[src/hdl/isl_pkg.sv]
// constants and types shared by the interrupt source status latch
`default_nettype none
package isl_pkg;

  localparam int unsigned ISL_DATA_W = 32;
  localparam int unsigned ISL_ADDR_W = 16;
  localparam int unsigned ISL_EVT_W  = 3;

  // register byte addresses
  localparam logic [15:0] ISL_OFF_FLAGS    = 16'h9004;
  localparam logic [15:0] ISL_OFF_CTRL     = 16'h9040;
  localparam logic [15:0] ISL_OFF_IRQ_STAT = 16'h9044;
  localparam logic [15:0] ISL_OFF_IRQ_CLR  = 16'h9048;
  localparam logic [15:0] ISL_OFF_IRQ_EN   = 16'h904C;

  // field positions
  localparam int unsigned ISL_CTRL_CAPTURE_BIT = 0;
  localparam int unsigned ISL_EVT_NEW_BIT      = 0;
  localparam int unsigned ISL_EVT_LOST_BIT     = 1;
  localparam int unsigned ISL_EVT_BUSERR_BIT   = 2;

  // reset values
  localparam logic [31:0] ISL_RST_FLAGS  = 32'h0000_0000;
  localparam logic [0:0]  ISL_RST_CTRL   = 1'h1;
  localparam logic [2:0]  ISL_RST_IRQ    = 3'h0;
  localparam logic [31:0] ISL_RD_ZERO    = 32'h0000_0000;

  typedef struct packed {
    logic [ISL_ADDR_W-1:0] addr;
    logic                  write;
    logic [ISL_DATA_W-1:0] wdata;
  } isl_apb_req_s;

  typedef enum logic [1:0] {
    ISL_BUS_IDLE   = 2'b00,
    ISL_BUS_ACCESS = 2'b01,
    ISL_BUS_DONE   = 2'b10
  } isl_bus_state_e;

endpackage
`default_nettype wire

[src/hdl/isl_flag_latch.sv]
// sticky per-source flag latch with clear-over-set priority
`default_nettype none
module isl_flag_latch (
  input  wire logic        pclk,
  input  wire logic        presetn,
  input  wire logic        hot_reset,
  input  wire logic [31:0] set_vec,
  input  wire logic [31:0] clr_vec,
  output var  logic [31:0] flags_q,
  output var  logic        new_flag_q,
  output var  logic        lost_set_q
);

  logic [31:0] flags_d;
  logic [31:0] rising;
  logic [31:0] collide;

  // clear wins over a same-cycle set
  assign flags_d = (flags_q | set_vec) & ~clr_vec;
  assign rising  = set_vec & ~flags_q & ~clr_vec;
  assign collide = set_vec & clr_vec;

  always_ff @(posedge pclk or negedge presetn) begin
    if (!presetn) begin
      flags_q    <= isl_pkg::ISL_RST_FLAGS;
      new_flag_q <= 1'b0;
      lost_set_q <= 1'b0;
    end else if (hot_reset) begin
      flags_q    <= isl_pkg::ISL_RST_FLAGS;
      new_flag_q <= 1'b0;
      lost_set_q <= 1'b0;
    end else begin
      flags_q    <= flags_d;
      new_flag_q <= |rising;
      lost_set_q <= |collide;
    end
  end

endmodule
`default_nettype wire

[src/hdl/isl_top.sv]
// interrupt source status latch with apb register slave
//
// The APB slave port was chosen for this implementation.
`default_nettype none
module isl_top (
  input  wire logic        pclk,
  input  wire logic        presetn,
  input  wire logic        hot_reset,
  input  wire logic        psel,
  input  wire logic        penable,
  input  wire logic        pwrite,
  input  wire logic [31:0] paddr,
  input  wire logic [31:0] pwdata,
  input  wire logic [3:0]  pstrb,
  output var  logic [31:0] prdata,
  output var  logic        pready,
  output var  logic        pslverr,
  input  wire logic [31:0] src_event,
  output var  logic [31:0] src_flags,
  output var  logic        irq
);

  // ****************************************
  // bus request decode
  // ****************************************
  isl_pkg::isl_apb_req_s req;
  isl_pkg::isl_bus_state_e bus_q;
  isl_pkg::isl_bus_state_e bus_d;

  logic        pready_q;
  logic        pslverr_q;
  logic [31:0] prdata_q;
  logic [31:0] rdata_sel;

  logic        sel_flags;
  logic        sel_ctrl;
  logic        sel_irq_stat;
  logic        sel_irq_clr;
  logic        sel_irq_en;
  logic        hit;
  logic        addr_ok;
  logic        complete;
  logic        wr_fire;
  logic        rd_err;
  logic        bus_err;
  logic [31:0] strb_mask;

  function automatic logic [31:0] lane_mask(input logic [3:0] strb);
    lane_mask = {{8{strb[3]}}, {8{strb[2]}}, {8{strb[1]}}, {8{strb[0]}}};
  endfunction

  function automatic logic addr_is(input logic [15:0] a, input logic [15:0] off);
    addr_is = (a == off);
  endfunction

  assign req.addr  = paddr[15:0];
  assign req.write = pwrite;
  assign req.wdata = pwdata;

  assign addr_ok      = (paddr[31:16] == 16'h0000);
  assign sel_flags    = addr_ok & addr_is(req.addr, isl_pkg::ISL_OFF_FLAGS);
  assign sel_ctrl     = addr_ok & addr_is(req.addr, isl_pkg::ISL_OFF_CTRL);
  assign sel_irq_stat = addr_ok & addr_is(req.addr, isl_pkg::ISL_OFF_IRQ_STAT);
  assign sel_irq_clr  = addr_ok & addr_is(req.addr, isl_pkg::ISL_OFF_IRQ_CLR);
  assign sel_irq_en   = addr_ok & addr_is(req.addr, isl_pkg::ISL_OFF_IRQ_EN);
  assign hit          = sel_flags | sel_ctrl | sel_irq_stat | sel_irq_clr | sel_irq_en;

  // writes to read-only status and reads of the write-only clear are errors
  assign rd_err   = (!req.write & sel_irq_clr) | (req.write & sel_irq_stat);
  assign bus_err  = !hit | rd_err;
  assign complete = psel & penable & (bus_q == isl_pkg::ISL_BUS_DONE);
  assign wr_fire  = complete & req.write & !bus_err;
  assign strb_mask = lane_mask(pstrb);

  // ****************************************
  // apb handshake: two wait states, all answers registered
  // ****************************************
  always_comb begin
    bus_d = bus_q;
    unique case (bus_q)
      isl_pkg::ISL_BUS_IDLE: begin
        if (psel && penable) begin
          bus_d = isl_pkg::ISL_BUS_ACCESS;
        end
      end
      isl_pkg::ISL_BUS_ACCESS: begin
        bus_d = isl_pkg::ISL_BUS_DONE;
      end
      isl_pkg::ISL_BUS_DONE: begin
        bus_d = isl_pkg::ISL_BUS_IDLE;
      end
      default: begin
        bus_d = isl_pkg::ISL_BUS_IDLE;
      end
    endcase
  end

  always_ff @(posedge pclk or negedge presetn) begin
    if (!presetn) begin
      bus_q <= isl_pkg::ISL_BUS_IDLE;
    end else begin
      bus_q <= bus_d;
    end
  end

  always_ff @(posedge pclk or negedge presetn) begin
    if (!presetn) begin
      pready_q  <= 1'b0;
      pslverr_q <= 1'b0;
      prdata_q  <= isl_pkg::ISL_RD_ZERO;
    end else begin
      pready_q  <= (bus_d == isl_pkg::ISL_BUS_DONE);
      pslverr_q <= (bus_d == isl_pkg::ISL_BUS_DONE) & bus_err;
      prdata_q  <= ((bus_d == isl_pkg::ISL_BUS_DONE) & !req.write & !bus_err) ?
                   rdata_sel : isl_pkg::ISL_RD_ZERO;
    end
  end

  assign pready  = pready_q;
  assign pslverr = pslverr_q;
  assign prdata  = prdata_q;

  // ****************************************
  // control and interrupt registers
  // ****************************************
  logic                         capture_en_q;
  logic [isl_pkg::ISL_EVT_W-1:0] irq_stat_q;
  logic [isl_pkg::ISL_EVT_W-1:0] irq_stat_d;
  logic [isl_pkg::ISL_EVT_W-1:0] irq_en_q;
  logic [isl_pkg::ISL_EVT_W-1:0] irq_evt;
  logic [isl_pkg::ISL_EVT_W-1:0] irq_clr;
  logic                         irq_q;
  logic                         new_flag;
  logic                         lost_set;
  logic                         bus_err_evt;

  always_ff @(posedge pclk or negedge presetn) begin
    if (!presetn) begin
      capture_en_q <= isl_pkg::ISL_RST_CTRL[0];
    end else if (wr_fire && sel_ctrl && pstrb[0]) begin
      capture_en_q <= req.wdata[isl_pkg::ISL_CTRL_CAPTURE_BIT];
    end
  end

  always_ff @(posedge pclk or negedge presetn) begin
    if (!presetn) begin
      irq_en_q <= isl_pkg::ISL_RST_IRQ;
    end else if (wr_fire && sel_irq_en && pstrb[0]) begin
      irq_en_q <= req.wdata[isl_pkg::ISL_EVT_W-1:0];
    end
  end

  assign bus_err_evt = complete & bus_err;
  assign irq_evt     = {bus_err_evt, lost_set, new_flag};
  assign irq_clr     = (wr_fire && sel_irq_clr && pstrb[0]) ?
                       req.wdata[isl_pkg::ISL_EVT_W-1:0] : isl_pkg::ISL_RST_IRQ;
  // a block event arriving with its clear is kept
  assign irq_stat_d  = (irq_stat_q & ~irq_clr) | irq_evt;

  always_ff @(posedge pclk or negedge presetn) begin
    if (!presetn) begin
      irq_stat_q <= isl_pkg::ISL_RST_IRQ;
      irq_q      <= 1'b0;
    end else begin
      irq_stat_q <= irq_stat_d;
      irq_q      <= |(irq_stat_d & irq_en_q);
    end
  end

  assign irq = irq_q;

  // ****************************************
  // source flag latch
  // ****************************************
  logic [31:0] flags;
  logic [31:0] set_vec;
  logic [31:0] clr_vec;

  assign set_vec = capture_en_q ? src_event : isl_pkg::ISL_RST_FLAGS;
  // only an explicit write of ones or a hot reset clears; a read never touches the flags
  assign clr_vec = (wr_fire && sel_flags) ?
                   (req.wdata & strb_mask) : isl_pkg::ISL_RST_FLAGS;

  isl_flag_latch u_latch (
    .pclk       (pclk),
    .presetn    (presetn),
    .hot_reset  (hot_reset),
    .set_vec    (set_vec),
    .clr_vec    (clr_vec),
    .flags_q    (flags),
    .new_flag_q (new_flag),
    .lost_set_q (lost_set)
  );

  assign src_flags = flags;

  // ****************************************
  // read data selection
  // ****************************************
  logic [31:0] ctrl_word;
  logic [31:0] stat_word;
  logic [31:0] en_word;

  assign ctrl_word = {31'h0000_0000, capture_en_q};
  assign stat_word = {29'h0000_0000, irq_stat_q};
  assign en_word   = {29'h0000_0000, irq_en_q};

  assign rdata_sel = sel_flags    ? flags     :
                     sel_ctrl     ? ctrl_word :
                     sel_irq_stat ? stat_word :
                     sel_irq_en   ? en_word   : isl_pkg::ISL_RD_ZERO;

endmodule
`default_nettype wire

[config.mk]
export PLATFORM = sky130hd
export DESIGN_NAME = isl_top
export DESIGN_NICKNAME = d
export VERILOG_FILES = /design/src/hdl/isl_pkg.sv /design/src/hdl/isl_flag_latch.sv /design/src/hdl/isl_top.sv
export SDC_FILE = /design/constraint.sdc
export NUM_CORES = 1
export LEC_CHECK = 0
export BUFFER_PORTS_ARGS = -buffer_cell sky130_fd_sc_hd__buf_2
export CORE_ASPECT_RATIO = 0.9
export CORE_UTILIZATION = 36
export CTS_BUF_LIST = sky130_fd_sc_hd__clkbuf_16
export DETAILED_ROUTE_END_ITERATION = 6
export PLACE_DENSITY = 0.69
export SLEW_MARGIN = 20
export SYNTH_ARGS = -nofsm -noshare
export SYNTH_HDL_FRONTEND = slang
export SYNTH_SLANG_ARGS = --single-unit
[constraint.sdc]
create_clock -name pclk -period 2.24 [get_ports pclk]
set_input_delay 0.112 -clock pclk [delete_from_list [all_inputs] [get_ports pclk]]
set_output_delay 0.112 -clock pclk [all_outputs]
set_load 0.02 [all_outputs]
==> impl_metrics.csv <==
group,metric,value,unit
power,power.density,563,mW/mm²
timing,slew_headroom,0.520,
clock_tree,htree_levels,3,
die,die_w,112,µm
synthesis,yosysWarningCount,0,
detailed_routing,drc,12,
clock_tree,cts_buffer_depth,2,
worst_setup_path,cpLargestDelayFamily,"simple AND/OR/NAND/NOR gates",
die,die_area,0.0112,mm²
synthesis,synth_seq_cells,77,
clock_tree,clkTransAtPathRegs,0.06,ns
grt,grt_max_degree,78,
status,violations,"design-rule violations, negative setup slack",
run,cap_violations,0,
worst_setup_path,setup.worst_path.start,"bus_q[0]$_DFF_PN0_",
worst_setup_path,crit_chain,"and4b_4 -> nand3_1 -> nor2_2 -> a31oi_1 -> or4_1 -> nor4_2 -> a41oi_1",
synthesis,synthTopCellsByArea,"dfrtp_1, a211oi_1, a21oi_1",
grt,grt_pass1_wl,21400,µm
detailed_routing,first_pass_iters,7,
placed_design,gp_congestion,0.920,
min_path,hold_start,"penable",
synthesis,synth_cell_type_count,53,
clock_tree,cts_root_buf,"clkbuf_16",
timing,rsz0062_at_grt,"true",
worst_setup_path,cp_num_cells,7,
placed_design,post-dp-hpwl,10200,µm
power,max-vdd-ir-drop,336,µV
clock_tree,numCtsBuffers,9,
synthesis,netlist.area_leader.share,0.489,
cells_and_area,final_nets,720,
cells_and_area,drive_gt1_frac,0.426,
detailed_routing,wl_per_cell,18.4,µm
power,p_leak,2.85,nW
clock_tree,tritoncts,"done",
synthesis,synth_nets,491,
cells_and_area,multiInputGateArea,0.00190,mm²
cells_and_area,final_util,0.559,
synthesis,yosysTopAreaCell,"dfrtp_1",
worst_setup_path,crit_arrival,2.50,ns
min_path,whs_path_depth,3,
status,status,"complete, but fails checks",
min_path,hold_class,"input port to flop",
detailed_routing,drtIter0Drc,332,
clock_tree,numClockSinks,77,
timing,fin_crit,2.32,ns
die,core-area,0.0104,mm²
worst_setup_path,ff2ff_setup_slack,-0.08,ns
clock_tree,clock_latency,0.33,ns
placed_design,port_buffers,172,
worst_setup_path,cp_num_buf_inv,0,
worst_setup_path,cp_slowest_cell,"or4_1",
worst_setup_path,critPathRequiredTime,2.42,ns
detailed_routing,routed_wl,13800,µm
synthesis,synthFlopType,"dfrtp_1",
worst_setup_path,r2r_cells,7,
worst_setup_path,worstSetupStartpointType,"flop",
cells_and_area,syn_to_final_growth,49.2,%
worst_setup_path,crit_type,"flop to flop",
synthesis,syn_area,0.00389,mm²
worst_setup_path,r2r_start,"bus_q[0]$_DFF_PN0_",
cells_and_area,design_area,0.00580,mm²
placed_design,dpl_cell_area,0.00517,mm²
detailed_routing,ant_nets,0,
grt,met2_usage,0.430,
grt,grt_pass1_vias,4275,
synthesis,syn-mean-instance-area,10.1,µm²
synthesis,ys_seq_area_frac,0.496,
worst_setup_path,end_kind,"flop",
synthesis,synth-edff-count,0,
timing,fin_crit_sh,1.04,
cells_and_area,seq_area,0.00193,mm²
grt,gr-usage-all-layers,0.248,
grt,antenna_found_initial,0,
timing,hold_viol,0,
worst_setup_path,cp_max_fo,5,
timing,worst_slack,-0.0838,ns
timing,slew_viol_final,0,
cells_and_area,fillers,908,
timing,skew,0.00664,ns
placed_design,dp_slack,-0.269,ns
grt,overflow,0,
worst_setup_path,slowest_delay,0.59,ns
synthesis,async_reset_ff_frac,1.00,
min_path,holdPathEnd,"bus_q[0]$_DFF_PN0_",
grt,grt_busiest_layer,"met2",
synthesis,synth_cells,385,
die,io_pins,173,
grt,grtUsageMet1,0.306,
die,die-height,101,µm
timing,setup_viol,1,
timing,tightest_slew,0.720,ns
die,fp-row-count,35,
timing,fmax,430,MHz
detailed_routing,via_per_inst,5.70,
grt,met3_usage,0.0451,
detailed_routing,vias,4265,
die,start_util,0.375,
worst_setup_path,r2r-end,"u_latch.new_flag_q$_DFF_PN0_",
cells_and_area,diodes,0,
what timing repair did:
action | CTS | global route
pin swaps | 7 | 3
resized for setup | 7 | 4
hold endpoints to repair | 93 | 0
hold buffers | 18 | 0
buffers inserted | 6 | 1
endpoints found under the setup margin | 1 | 1
sequential cells by signal (all words and copies together), names as in the netlist:
name	count
prdata	32
u_latch.flags_q	32
irq_en_q	3
irq_stat_q	3
bus_q	2
capture_en_q	1
irq	1
pslverr	1
u_latch.lost_set_q	1
u_latch.new_flag_q	1
how the worst max path moves through the flow:
stage               slack (ns)                            to
floorplan                 0.03  u_latch.new_flag_q$_DFF_PN0_
global placement         -0.19  u_latch.new_flag_q$_DFF_PN0_
detailed placement       -0.27  u_latch.new_flag_q$_DFF_PN0_
CTS                      -0.07  u_latch.new_flag_q$_DFF_PN0_
global route             -0.15  u_latch.new_flag_q$_DFF_PN0_
finish                   -0.08  u_latch.new_flag_q$_DFF_PN0_
layer usage:
layer,share of wire,wire length (µm)
met5,0,0
met3,0.080,1110
met1,0.41,5700
met4,0.032,435
met2,0.47,6530
report_power, final:
group / leakage, nW / internal, W / switching, W
Clock: 0.151 / 0.000969 / 0.000572
Combinational: 1.63 / 0.000144 / 0.000177
Sequential: 1.07 / 0.00140 / 0.00000436
Total: 2.85 / 0.00251 / 0.000753
cell usage after synthesis (2+ instances only):
library cell and n:
and3_1 6, and4b_1 2, a22oi_1 15, nand2_1 33
o32ai_1 2, and2_1 31, a211oi_1 41, nor3b_1 7
nand2b_1 4, o22ai_1 2, dfrtp_1 76, mux2_2 4
nand3b_1 5, a31oi_1 3, or4_1 2, buf_1 4
buf_6 2, nor2b_1 5, a221o_1 2, inv_1 8
nor2_1 10, a21oi_1 40, nor4_1 9, a222oi_1 3
nor3_1 13, nand4_1 8, nand3_1 6, a21o_1 2
clkbuf_1 12, nor4_2 5
logic make-up after synthesis:
logic type,after synthesis,share of synthesized area
AO/OA/AOI/OAI,120,0.212
buffers and inverters,28,0.0315
flip-flops,77,0.496
multiplexers,4,0.0116
AND/OR/NAND/NOR,156,0.249
per-stage QoR:
stage | total power (W) | hold WS (ns) | instances | TNS, ns
after floorplan | 0.00150 | -0.184 | 385 | 0
after global placement | 0.00170 | 0.316 | 706 | -0.196
after detailed placement | 0.00171 | 0.321 | 706 | -0.798
after CTS | 0.00328 | 0.00604 | 746 | -0.0660
after global routing | 0.00337 | 0.0199 | 748 | -0.154
final | 0.00326 | 0.00646 | 748 | -0.0838
layout by cell type (no fill, tap or decap), types with 8 or more instances in the layout:
cell type	instances
a211oi_1	40
dfrtp_1	75
nand4_1	8
inv_1	8
buf_4	44
nand2_1	32
a21oi_1	40
nor3_1	12
buf_2	171
a22oi_1	15
dlygate4sd3_1	18
nor2_1	9
clkbuf_16	9
and2_1	31
worst register-to-register path: stages, from the launching register on:
cell     delay [ns]
dfrtp_1        0.37
and4b_4        0.42
nand3_1        0.14
nor2_2         0.16
a31oi_1        0.10
or4_1          0.59
nor4_2         0.24
a41oi_1        0.14
area by class of cell:
class | instances | area share
multi-input combinational | 280 | 0.328
clock buffer | 9 | 0.0388
tap | 129 | 0.0278
inverter | 8 | 0.00517
clock inverter | 7 | 0.0155
timing repair buffer | 238 | 0.252
sequential | 77 | 0.332
No activity file was read; power rests on OpenSTA's default activity.
